--- src/afb_pkg.sv ---
// Package for the and-with-file and branch-on-carry execution block
package afb_pkg;
   // ----------------------------------------
   // Encodings
   // ----------------------------------------
   localparam logic [5:0] OPC_AND_WORKING_WITH_FILE = 6'h05;
   localparam logic [7:0] OPC_BRANCH_ON_CARRY_SET   = 8'he2;
   localparam logic [7:0] INDEXED_LIMIT             = 8'h5f;
   localparam logic [7:0] ACCESS_SPLIT              = 8'h60;
   localparam logic [3:0] ACCESS_HIGH_BANK          = 4'hf;
   localparam int         OPC_HI_POS                = 10;
   localparam int         DEST_POS                  = 9;
   localparam int         ACCESS_POS                = 8;
   // ----------------------------------------
   // Reset values and counts
   // ----------------------------------------
   localparam logic [20:0] PC_RESET      = 21'h000000;
   localparam logic [7:0]  W_RESET       = 8'h00;
   localparam logic [1:0]  Q_LAST        = 2'h3;
   localparam logic [20:0] PC_STEP       = 21'h000002;

   typedef enum logic [1:0] {
      AFB_ST_EXEC,
      AFB_ST_FLUSH
   } afb_state_e;

   // Data memory request carried as one bundle
   typedef struct packed {
      logic [11:0] addr;
      logic [7:0]  wdata;
      logic        we;
      logic        re;
   } afb_mem_req_s;

   // Flags written by the block
   typedef struct packed {
      logic neg;
      logic zero;
   } afb_flags_s;
endpackage

--- src/afb_addr_map.sv ---
// File operand address mapping for byte-oriented instructions
`timescale 1ns/1ps
`default_nettype none
module afb_addr_map
   import afb_pkg::*;
(
   // Operand fields
   input  wire logic [7:0]  file_i,
   input  wire logic        access_sel_i,
   // Mode and bank state
   input  wire logic        ext_set_i,
   input  wire logic [3:0]  bank_select_register_i,
   input  wire logic [11:0] fsr2_i,
   // Result
   output logic [11:0]      addr_o,
   output logic             indexed_o
);
   always_comb begin
      indexed_o = 1'b0;
      if (access_sel_i) begin
         addr_o = {bank_select_register_i, file_i};
      end else if (ext_set_i && (file_i <= INDEXED_LIMIT)) begin
         indexed_o = 1'b1;
         addr_o    = fsr2_i + {4'h0, file_i};
      end else if (file_i < ACCESS_SPLIT) begin
         addr_o = {4'h0, file_i};
      end else begin
         addr_o = {ACCESS_HIGH_BANK, file_i};
      end
   end
endmodule
`default_nettype wire

--- src/afb_exec.sv ---
// Execution unit for and-with-file and branch-on-carry instructions
`timescale 1ns/1ps
`default_nettype none
// Notes on behaviour
// - Access bit zero, extended set, f<=95: indexed
// - Taken branch adds doubled signed displacement
// - Branch only when carry is set
// - Taken two cycles; not taken one, no write
// - Target is address plus two plus 2n
// - Destination zero to working, one to file
// - Access zero access bank, one uses bank
module afb_exec
   import afb_pkg::*;
(
   // Clock and reset
   input  wire logic               clk_i,
   input  wire logic               rst_b_i,
   // Instruction stream, presented at Q1 of each cycle
   input  wire logic [15:0]        instr_i,
   input  wire logic               instr_valid_i,
   // Core state
   input  wire logic               carry_i,
   input  wire logic               ext_set_i,
   input  wire logic [3:0]         bank_select_register_i,
   input  wire logic [11:0]        fsr2_i,
   // Data memory
   output afb_pkg::afb_mem_req_s   mem_req_o,
   input  wire logic [7:0]         mem_rdata_i,
   // Results
   output logic [20:0]             pc_o,
   output logic                    pc_write_o,
   output logic [7:0]              working_o,
   output afb_pkg::afb_flags_s     flags_o,
   output logic                    flags_we_o,
   output logic [1:0]              q_phase_o,
   output logic                    nop_cycle_o
);
   import afb_pkg::*;

   // ----------------------------------------
   // Reset release
   // ----------------------------------------
   logic rst_meta_ff;
   logic rst_b_ff;
   always_ff @(posedge clk_i or negedge rst_b_i) begin
      if (!rst_b_i) begin
         rst_meta_ff <= 1'b0;
         rst_b_ff    <= 1'b0;
      end else begin
         rst_meta_ff <= 1'b1;
         rst_b_ff    <= rst_meta_ff;
      end
   end

   // ----------------------------------------
   // Q phases and decode
   // ----------------------------------------
   logic [1:0]   q_ff;
   logic [15:0]  ir_ff;
   logic         ir_valid_ff;
   afb_state_e   state_ff;
   logic [20:0]  pc_ff;
   logic [7:0]   w_ff;
   afb_mem_req_s req_ff;
   afb_flags_s   flags_ff;
   logic         flags_we_ff;
   logic         pc_we_ff;
   logic [7:0]   result_ff;

   logic         is_and;
   logic         is_bc;
   logic         take_and;
   logic [11:0]  fa;
   logic [7:0]   nxt_result;
   logic [20:0]  nxt_target;

   function automatic logic [20:0] branch_target(input logic [20:0] pc_next,
                                                 input logic [7:0] disp);
      // Sign-extend and double the displacement
      branch_target = pc_next + {{12{disp[7]}}, disp, 1'b0};
   endfunction

   function automatic logic op_is_and(input logic [15:0] word);
      op_is_and = (word[15:OPC_HI_POS] == OPC_AND_WORKING_WITH_FILE);
   endfunction

   assign is_and   = ir_valid_ff && op_is_and(ir_ff);
   // Decoded from the fetched word itself, so the read already stands in Q2
   assign take_and = instr_valid_i && (state_ff == AFB_ST_EXEC) && op_is_and(instr_i);
   assign is_bc  = ir_valid_ff && (ir_ff[15:8] == OPC_BRANCH_ON_CARRY_SET);
   assign nxt_result = w_ff & mem_rdata_i;
   // pc_ff already holds address plus two while this one executes
   assign nxt_target = branch_target(pc_ff, ir_ff[7:0]);

   afb_addr_map u_map (
      .file_i                 (instr_i[7:0]),
      .access_sel_i           (instr_i[ACCESS_POS]),
      .ext_set_i              (ext_set_i),
      .bank_select_register_i (bank_select_register_i),
      .fsr2_i                 (fsr2_i),
      .addr_o                 (fa),
      .indexed_o              ()
   );

   always_ff @(posedge clk_i or negedge rst_b_ff) begin
      if (!rst_b_ff) begin
         q_ff <= 2'h0;
      end else begin
         q_ff <= q_ff + 2'h1;
      end
   end

   // Latch instruction at Q1; flush cycle swallows the fetched word
   always_ff @(posedge clk_i or negedge rst_b_ff) begin
      if (!rst_b_ff) begin
         ir_ff       <= 16'h0000;
         ir_valid_ff <= 1'b0;
      end else if (q_ff == 2'h0) begin
         ir_ff       <= instr_i;
         ir_valid_ff <= instr_valid_i && (state_ff == AFB_ST_EXEC);
      end
   end

   always_ff @(posedge clk_i or negedge rst_b_ff) begin
      if (!rst_b_ff) begin
         state_ff <= AFB_ST_EXEC;
      end else if (q_ff == Q_LAST) begin
         if (is_bc && carry_i) begin
            state_ff <= AFB_ST_FLUSH;
         end else begin
            state_ff <= AFB_ST_EXEC;
         end
      end
   end

   // Q2 read of the operand
   always_ff @(posedge clk_i or negedge rst_b_ff) begin
      if (!rst_b_ff) begin
         req_ff <= '0;
      end else begin
         req_ff.re    <= (q_ff == 2'h0) && take_and;
         req_ff.we    <= 1'b0;
         if (q_ff == 2'h0 && take_and) begin
            req_ff.addr <= fa;
         end
         if (q_ff == 2'h2 && is_and && ir_ff[DEST_POS]) begin
            req_ff.we    <= 1'b1;
            req_ff.wdata <= result_ff;
         end
      end
   end

   always_ff @(posedge clk_i or negedge rst_b_ff) begin
      if (!rst_b_ff) begin
         result_ff <= 8'h00;
      end else if (q_ff == 2'h1 && is_and) begin
         result_ff <= nxt_result;
      end
   end

   // Q4 writes: working register and flags
   always_ff @(posedge clk_i or negedge rst_b_ff) begin
      if (!rst_b_ff) begin
         w_ff        <= W_RESET;
         flags_ff    <= '0;
         flags_we_ff <= 1'b0;
      end else begin
         flags_we_ff <= 1'b0;
         if (q_ff == 2'h2 && is_and) begin
            if (!ir_ff[DEST_POS]) begin
               w_ff <= result_ff;
            end
            flags_ff.neg  <= result_ff[7];
            flags_ff.zero <= (result_ff == 8'h00);
            flags_we_ff   <= 1'b1;
         end
      end
   end

   // Program counter: step at Q1, branch write only at Q4 when taken
   always_ff @(posedge clk_i or negedge rst_b_ff) begin
      if (!rst_b_ff) begin
         pc_ff    <= PC_RESET;
         pc_we_ff <= 1'b0;
      end else begin
         pc_we_ff <= 1'b0;
         if (q_ff == 2'h0) begin
            pc_ff <= pc_ff + PC_STEP;
         end else if (q_ff == 2'h2 && is_bc && carry_i) begin
            pc_ff    <= nxt_target;
            pc_we_ff <= 1'b1;
         end
      end
   end

   assign mem_req_o   = req_ff;
   assign pc_o        = pc_ff;
   assign pc_write_o  = pc_we_ff;
   assign working_o   = w_ff;
   assign flags_o     = flags_ff;
   assign flags_we_o  = flags_we_ff;
   assign q_phase_o   = q_ff;
   assign nop_cycle_o = (state_ff == AFB_ST_FLUSH);
endmodule
`default_nettype wire

--- config.mk ---
export PLATFORM = sky130hd
export DESIGN_NAME = afb_exec
export DESIGN_NICKNAME = d
export VERILOG_FILES = /design/src/afb_pkg.sv /design/src/afb_addr_map.sv /design/src/afb_exec.sv
export SDC_FILE = /design/constraint.sdc
export NUM_CORES = 1
export LEC_CHECK = 0
export ABC_AREA = 1
export BUFFER_PORTS_ARGS = -buffer_cell sky130_fd_sc_hd__buf_2
export CORE_ASPECT_RATIO = 1.25
export CORE_MARGIN = 4
export CORE_UTILIZATION = 49
export CTS_CLUSTER_DIAMETER = 120
export CTS_CLUSTER_SIZE = 16
export DETAILED_ROUTE_END_ITERATION = 7
export PLACE_DENSITY_LB_ADDON = 0.3
export SKIP_CTS_REPAIR_TIMING = 1
export SYNTH_ARGS = -nofsm -noshare
export SYNTH_HDL_FRONTEND = slang
export SYNTH_SLANG_ARGS = --single-unit
--- constraint.sdc ---
create_clock -name clk_i -period 2.7 [get_ports clk_i]
set_input_delay 0.54 -clock clk_i [delete_from_list [all_inputs] [get_ports clk_i]]
set_output_delay 0.54 -clock clk_i [all_outputs]
set_load 0.01 [all_outputs]
==> results of run 1 <==
==> how the worst min path moves through the flow <==
stage | to | cells after the start
after floorplan | rst_b_ff | 0
after CTS | rst_b_ff | 1
after detailed placement | rst_meta_ff | 1
after global placement | rst_meta_ff | 1
final | rst_b_ff | 0
after global routing | rst_b_ff | 0
==> power breakdown <==
group	switching [W]	internal (W)	total, W
logic	0.000219	0.000147	0.000366
clock network	0.000576	0.000647	0.00122
registers	0.0000607	0.00132	0.00138
==> routing by layer <==
layer | track usage (%) | vias up | wire [µm]
met5 | 0 | - | 0
met4 | 7.51 | 0 | 231
met3 | 4.60 | 17 | 656
met2 | 39.3 | 127 | 6430
met1 | 26.1 | 2156 | 5280
li1 | - | 2324 | -
==> cells in the final DEF, fill, tap and decap left out, drive strengths merged, types with 7 or more instances in the layout <==
cell type	count
buf	110
ha	19
a21oi	36
nand2	200
inv	87
nor2	48
nand3	53
clkbuf	9
dfrtp	84
o21ai	59
a41oi	7
==> critical path: stages (launching register included) <==
cell,delay [ns]
dfrtp_1,0.38
inv_1,0.08
ha_1,0.21
or2_2,0.32
ha_1,0.22
fa_2,0.38
nand2_1,0.08
nand3_1,0.11
nand2_1,0.12
nand2_2,0.06
nand2_1,0.06
nand2_1,0.06
xor2_1,0.14
nand2_1,0.06
nand2_1,0.05
==> sequential cells by signal, indices dropped and copies added, names as in the netlist <==
| signal | count |
|---|---|
| mem_req_o | 22 |
| pc_o | 20 |
| ir_ff | 16 |
| result_ff | 8 |
| working_o | 8 |
| flags_o | 2 |
| q_phase_o | 2 |
| flags_we_o | 1 |
| ir_valid_ff | 1 |
| pc_write_o | 1 |
| rst_b_ff | 1 |
| rst_meta_ff | 1 |
| state_ff | 1 |
==> layout make-up <==
type,instances,area [µm²]
fillers,995,4110
repair buffers,111,596
clock inverters,7,63.8
clock buffers,9,225
multi-input cells,468,2480
well taps,129,161
inverters,82,315
flip-flops and latches,84,2110
==> logic make-up (layout without fill, tap and decap cells) <==
logic type,count (synthesis),after routing
AO/OA/AOI/OAI,116,116
XOR/XNOR,11,11
adder cells (fa/ha/maj),21,21
buffers and inverters,101,209
flip-flops,84,84
multiplexers,1,1
other,2,2
AND/OR/NAND/NOR,316,317
==> per-stage QoR <==
stage	hold WS, ns	std cells
after floorplan	0.244	652
after global placement	0.325	869
after detailed placement	0.328	869
after CTS	-0.0513	885
after global routing	0.363	890
final	0.349	890
==> flow_summary.yaml, run 1 <==
timing:
  finalHoldViolations: 0
  tns_ns: 0
  fin_ws_ns: 0.251
  setup_violations: 0
  fmax_ghz: 0.408
  worstMarginPinSlew_ns: 0.760
  fin_crit_ns: 2.45
  slew_viol_final: 0
  fin_skew_ns: 0.00925
  period_share_pct: 90.7
  max_slew_margin_pct: 49.4
  grt_setup_unrepaired: "no"
clock_network:
  path_clk_slew_ns: 0.07
  cts_buffers: 9
  clock_sinks: 84
  worstSkewPairLatency_ns: 0.35
  ctsHtreeMaxLevel: 3
  tritoncts: "yes"
  cts_root_buf: "clkbuf_16"
  clockBufferDepth: 2
route:
  vias_per_cell: 5.20
  drt_iter0_drc: 254
  ant_nets: 0
  wire_per_inst_um: 14.2
  num_vias: 4624
  drcViolationCount: 0
  firstDrtPassIters: 5
  drt_wl_total_um: 12600
synth:
  yosys.area_share.adder_pct: 5.55
  synthTopCellsByArea: "dfrtp_1, nand2_1, inv_1"
  syn-num-nets: 718
  synth_top_area_share_pct: 42.0
  synth_ff_type: "dfrtp_1"
  synth_cell_types: 45
  synth_top_family_by_area: "simple AND/OR/NAND/NOR gates"
  netlist_area_mm2: 0.00500
  avgSynthCellArea_um2: 7.67
  yosys_warnings: 0
  synth_compound_area_share_pct: 12.8
  ys_async_sr_fraction_pct: 100
  muxShareOfSynthArea_pct: 0.225
  synth_edf_count: 0
  synth-seq-area-share_pct: 42.0
  synthCells: 652
  yosysTopAreaCell: "dfrtp_1"
  synth-seq-cells: 84
  yosys.area_share.simple_pct: 28.6
  yosys.area_share.xor_xnor_pct: 1.93
  synth_most_common_cell: "nand2_1"
  synth_commonest_cells: "nand2_1, dfrtp_1, inv_1, nand3_1, o21ai_0"
final_layout:
  final_core_util_pct: 59.1
  syn2layout_area_growth_pct: 18.8
  nets: 822
  drive_gt1_share_pct: 23.1
  final_cell_area_mm2: 0.00594
  insertedDiodeCount: 0
worst_setup_path:
  cp.required_ns: 2.94
  cp-startpoint: "q_phase_o[1]"
  cp-endpoint: "pc_o[13]"
  crit_fanout: 3
  cp.arrival_ns: 2.69
  crit_path_start_kind: "flop"
  r2r-end: "pc_o[13]"
  r2r-start: "q_phase_o[1]"
  crit_type: "flop to flop"
  r2r_cells: 14
  endpoint_kind: "flop"
  reg2reg_slack_ns: 0.25
grt:
  grt_use_total_pct: 22.0
  grt_pass1_vias: 4566
  grt_overflow: 0
  grt_max_degree: 58
  grt_pass1_wl_um: 21300
  antenna_found_initial: 0
floorplan:
  initial_core_util_pct: 49.8
  io_pins: 103
  coreArea_mm2: 0.0101
  die_h_um: 121
  die_w_um: 98.4
  num_rows: 41
  die_area_mm2: 0.0119
outcome:
  status: "complete, no violations"
placement:
  dp_hpwl_um: 9440
  placed_cell_area_mm2: 0.00561
  post-place-ws_ns: 0.139
  numPortBuffers: 101
  gp_congestion: 0.948
min_path:
  worstHoldStart: "rst_meta_ff"
  min_path_type: "flop to flop"
power_and_ir_drop:
  peakVddDrop_uv: 381
  power_leakage_nw: 3.28
  power_w: 0.00297
  power_density_mw_per_mm2: 500
flow_run:
  drv_cap: 0
Power figures use the tool's default switching activity.
==> run 2: changes to the inputs <==
CORE_UTILIZATION = 50   (was 49)
==> run 2 against run 1 <==
Against the previous run: via count increased by 0.67%; register-to-register slack lost 0.06 ns; cell area decreased by 0.42%; highest routed layer unchanged; utilization rose by 1.8 points.
==> flow_summary.yaml, run 2 (same netlist as run 1, synthesis figures left out) <==
outcome:
  status: "complete, no violations"
final_layout:
  largest_reg_flops: 22
  final_cell_mix: "nand2_1, buf_2, dfrtp_1, inv_1, nand3_1"
  insertedDiodeCount: 0
  drive_gt1_share_pct: 22.7
  layout_commonest_cell: "nand2_1"
  nets: 818
  finalNonFillerCells: 883
  syn2layout_area_growth_pct: 18.3
  final_cell_area_mm2: 0.00592
route:
  drcViolationCount: 0
  drt_wl_total_um: 12700
  vias_per_cell: 5.27
  wire_per_inst_um: 14.4
  firstDrtPassIters: 4
  ant_nets: 0
  num_vias: 4655
  drt_iter0_drc: 227
worst_setup_path:
  cpPeakStageDelay_ns: 0.39
  critPathBufInv: 1
  crit_fanout: 4
  slowest_stage: "dfrtp_1"
  endpoint_kind: "flop"
  path_delay_family: "simple AND/OR/NAND/NOR gates"
  crit_path_start_kind: "flop"
  crit_type: "flop to flop"
  cp.arrival_ns: 2.75
  path_common_cell: "nand2_1"
  cp.required_ns: 2.94
  crit_chain: "inv_1, ha_1, or2_2, ha_1, fa_2, nand2_1, nand3_1, nand2_1, nand2_2, nand2_1, nand2_1, xor2_1, nand2_1, nand2_1"
placement:
  numPortBuffers: 101
  gp_congestion: 0.895
  placed_cell_area_mm2: 0.00560
  dp.cells: 865
  dp_hpwl_um: 9600
  post-place-ws_ns: 0.119
grt:
  grt_max_degree: 45
  grt_use_total_pct: 22.6
  grt_pass1_wl_um: 21700
  grt_overflow: 0
  antenna_found_initial: 0
  grt_pass1_vias: 4661
min_path:
  min_path_type: "flop to async pin"
floorplan:
  die_w_um: 97.5
  num_rows: 40
  coreArea_mm2: 0.00971
  die_area_mm2: 0.0117
  io_pins: 103
  die_h_um: 120
  initial_core_util_pct: 51.5
timing:
  fin_skew_ns: 0.00967
  setup_violations: 0
  fin_crit_ns: 2.51
  slew_viol_final: 0
  finalHoldViolations: 0
  tns_ns: 0
  fmax_ghz: 0.398
  period_share_pct: 93.0
  worstMarginPinSlew_ns: 0.615
  fin_ws_ns: 0.188
  grt_setup_unrepaired: "no"
  max_slew_margin_pct: 59.0
clock_network:
  clockBufferDepth: 2
  cts_buffers: 9
  cts_root_buf: "clkbuf_16"
  path_clk_slew_ns: 0.07
  clock_sinks: 84
  tritoncts: "yes"
  worstSkewPairLatency_ns: 0.34
  ctsHtreeMaxLevel: 3
power_and_ir_drop:
  internal-power_w: 0.00212
  power.switching_w: 0.000862
  power_leakage_nw: 3.26
  power_density_mw_per_mm2: 504
  power.share.clock_pct: 41.5
  peakVddDrop_uv: 309
  pwr-share-comb_pct: 12.4
  power_frac_seq_pct: 46.1
  switching_share_pct: 28.9
flow_run:
  drv_cap: 0
-- run 2: cell count changes in the layout (fill, tap and decap cells not counted) --
cell	change
buf_4	-3
clkinv_4	+2
clkinvlp_4	-2
inv_6	-2
clkinv_8	+1
inv_8	+1
nand2_1	+1
nand2_2	-1
nand2_4	-1
nor2_1	-1
nor2_2	+1
-- run 2: power groups by stage --
stage	Clock [W]	Sequential (W)	Combinational [W]
after floorplan	0	0.00141	0.000207
after global placement	0	0.00140	0.000363
after detailed placement	0	0.00140	0.000368
after CTS	0.00126	0.00138	0.000371
after global routing	0.00132	0.00139	0.000421
final	0.00124	0.00138	0.000369
-- run 2: cell type report --
cell class / instances / area, µm²
Fill cell: 923 / 3790
Multi-Input combinational cell: 467 / 2470
Sequential cell: 84 / 2110
Timing Repair Buffer: 108 / 573
Inverter: 82 / 315
Clock buffer: 9 / 225
Tap cell: 126 / 158
Clock inverter: 7 / 76.3
-- run 2: layer usage --
layer  vias up  track usage, %  part of all wire, %  routed length, µm
li1       2309               -                    -                  -
met5         -               0                    0                  0
met3        20            3.60                  4.7                597
met1      2195            27.8                   41               5210
met4         0            8.31                  1.7                210
met2       131            39.8                   53               6680
-- run 2: through the flow --
stage                     total power (W)  hold WS (ns)  util (%)
after floorplan                   0.00162         0.244         -
after global placement            0.00176         0.326      57.6
after detailed placement          0.00177         0.328      57.6
after CTS                         0.00301       -0.0399      60.7
after global routing              0.00313         0.380      61.0
final                             0.00299         0.351      61.0
-- run 2: worst reg2reg max path: stages, from the launching register on --
cell and delay [ns]:
dfrtp_1 0.39, inv_1 0.09, ha_1 0.24, or2_2 0.32, ha_1 0.23, fa_2 0.37, nand2_1 0.08, nand3_1 0.11
nand2_1 0.13, nand2_2 0.08, nand2_1 0.07, nand2_1 0.06, xor2_1 0.14, nand2_1 0.06, nand2_1 0.04
-- run 2: final timing paths --
check	depth (start not counted)	startpoint	end	slack, ns
max reg2reg	14	q_phase_o[0]	pc_o[13]	0.19
min reg2reg	0	rst_b_ff	mem_req_o[0]	0.35
max in group asynchronous	1	rst_b_ff	pc_o[3]	1.70
max	14	q_phase_o[0]	pc_o[13]	0.19
min	0	rst_b_ff	mem_req_o[0]	0.35
min in group clk_i	0	rst_meta_ff	rst_b_ff	0.36
==> run 3: changes to the inputs <==
CORE_ASPECT_RATIO = unset   (was 1.25)
==> run 3 against run 2 <==
Against the previous run: clock skew rose by 0.00058 ns; first-iteration DRC count is 10% higher; sequential power hardly changed; non-clock buffer count up 1.
==> flow_summary.yaml, run 3 (same netlist as run 1, synthesis figures left out) <==
final_layout:
  multi_input_area_mm2: 0.00246
  nets: 819
  layout_commonest_cell: "nand2_1"
  syn2layout_area_growth_pct: 16.9
  seq_area_mm2: 0.00211
  final_core_util_pct: 59.8
  nFillCells: 932
  final_cell_mix: "nand2_1, buf_2, dfrtp_1, inv_1, nand3_1"
  drive_gt1_share_pct: 22.6
  largest_reg_flops: 22
  insertedDiodeCount: 0
  finalNonFillerCells: 891
floorplan:
  die_h_um: 108
  die_w_um: 108
  die_area_mm2: 0.0117
  coreArea_mm2: 0.00977
  num_rows: 36
  io_pins: 103
  initial_core_util_pct: 51.2
worst_setup_path:
  path_delay_family: "simple AND/OR/NAND/NOR gates"
  critPathBufInv: 1
  cpPeakStageDelay_ns: 0.42
  crit_path_start_kind: "flop"
  path_common_cell: "nand2_1"
  endpoint_kind: "flop"
  crit_fanout: 3
  cp.required_ns: 2.95
  slowest_stage: "fa_1"
  crit_type: "flop to flop"
  cp.arrival_ns: 2.71
  reg2reg_slack_ns: 0.24
  crit_chain: "inv_1, ha_1, or2_2, ha_1, fa_1, nand2_1, nand3_1, nand2_1, nand2_2, nand2_1, nand2_1, xor2_1, nand2_1, nand2_1"
route:
  ant_nets: 0
  wire_per_inst_um: 13.9
  drt_iter0_drc: 250
  num_vias: 4623
  vias_per_cell: 5.19
  firstDrtPassIters: 5
  drcViolationCount: 0
  drt_wl_total_um: 12300
timing:
  setup_violations: 0
  finalHoldViolations: 0
  tns_ns: 0
  period_share_pct: 91.1
  slew_viol_final: 0
  worstMarginPinSlew_ns: 0.744
  grt_setup_unrepaired: "no"
  max_slew_margin_pct: 50.4
  fin_crit_ns: 2.46
  fmax_ghz: 0.406
  fin_skew_ns: 0.0102
placement:
  dp_hpwl_um: 9410
  numPortBuffers: 101
  dp.cells: 874
  gp_congestion: 0.964
clock_network:
  clockBufferDepth: 2
  path_clk_slew_ns: 0.09
  worstSkewPairLatency_ns: 0.36
  cts_buffers: 9
  cts_root_buf: "clkbuf_8"
  tritoncts: "yes"
  ctsHtreeMaxLevel: 3
  clock_sinks: 84
grt:
  grt_overflow: 0
  met2_usage_pct: 37.4
  antenna_found_initial: 0
  grt_pass1_vias: 4412
  use_met3_pct: 5.31
  grt_pass1_wl_um: 20900
  grt_max_degree: 56
  grt-busiest-layer: "met2"
  grt_use_total_pct: 22.6
  use_met1_pct: 29.9
power_and_ir_drop:
  power.switching_w: 0.000798
  switching_share_pct: 29.4
  power_leakage_nw: 3.23
  power_w: 0.00272
  power_frac_seq_pct: 50.7
  pwr-share-comb_pct: 13.5
  peakVddDrop_uv: 253
  power_density_mw_per_mm2: 465
  internal-power_w: 0.00192
  power.share.clock_pct: 35.8
flow_run:
  drv_cap: 0
outcome:
  status: "complete, no violations"
min_path:
  min_path_type: "flop to flop"
-- run 3: cell count changes in the layout (fill, tap and decap cells not counted), sizes merged --
cell	previous run	this run
clkinv	3	2
bufinv	0	1
inv	86	85
buf	107	108
clkinvlp	0	1
-- run 3: layout make-up --
type,instances,area share (%)
timing repair buffer,109,9.93
multi-input combinational,467,42.1
inverter,82,5.39
clock inverter,7,1.60
clock buffer,9,2.12
tap,133,2.85
sequential,84,36.0
-- run 3: power groups by stage --
stage	sequential, W	clock, W	combinational (W)
CTS	0.00138	0.00100	0.000368
global route	0.00139	0.00106	0.000418
detailed placement	0.00140	0	0.000365
global placement	0.00140	0	0.000357
floorplan	0.00141	0	0.000207
finish	0.00138	0.000974	0.000367
-- run 3: final timing paths --
path,start,to,cells past startpoint
min in group asynchronous,rst_b_ff,mem_req_o[5],0
worst min register to register,rst_meta_ff,rst_b_ff,0
worst min-delay path,rst_meta_ff,rst_b_ff,0
max in group asynchronous,rst_b_ff,pc_o[13],1
worst max register to register,q_phase_o[0],pc_o[13],14
worst max-delay path,q_phase_o[0],pc_o[13],14
-- run 3: worst register-to-register path, stage by stage (launching register included) --
cell	delay [ns]
dfrtp_1	0.35
inv_1	0.07
ha_1	0.21
or2_2	0.31
ha_1	0.21
fa_1	0.42
nand2_1	0.09
nand3_1	0.13
nand2_1	0.13
nand2_2	0.08
nand2_1	0.07
nand2_1	0.05
xor2_1	0.13
nand2_1	0.06
nand2_1	0.04
-- run 3: per-stage QoR --
stage	hold slack, ns	cell area (µm²)	setup WS, ns
2_1_floorplan	0.244	5000	0.154
3_3_place_gp	0.325	5620	0.305
3_5_place_dp	0.328	5620	0.271
4_1_cts	-0.0785	5840	0.243
5_1_grt	0.370	5850	0.0460
6_report	0.373	5850	0.239
-- run 3: routing by layer --
metal / routed length (µm) / vias up
met5: 0 / -
met4: 177 / 0
met3: 690 / 20
met2: 6000 / 124
met1: 5470 / 2163
li1: - / 2316
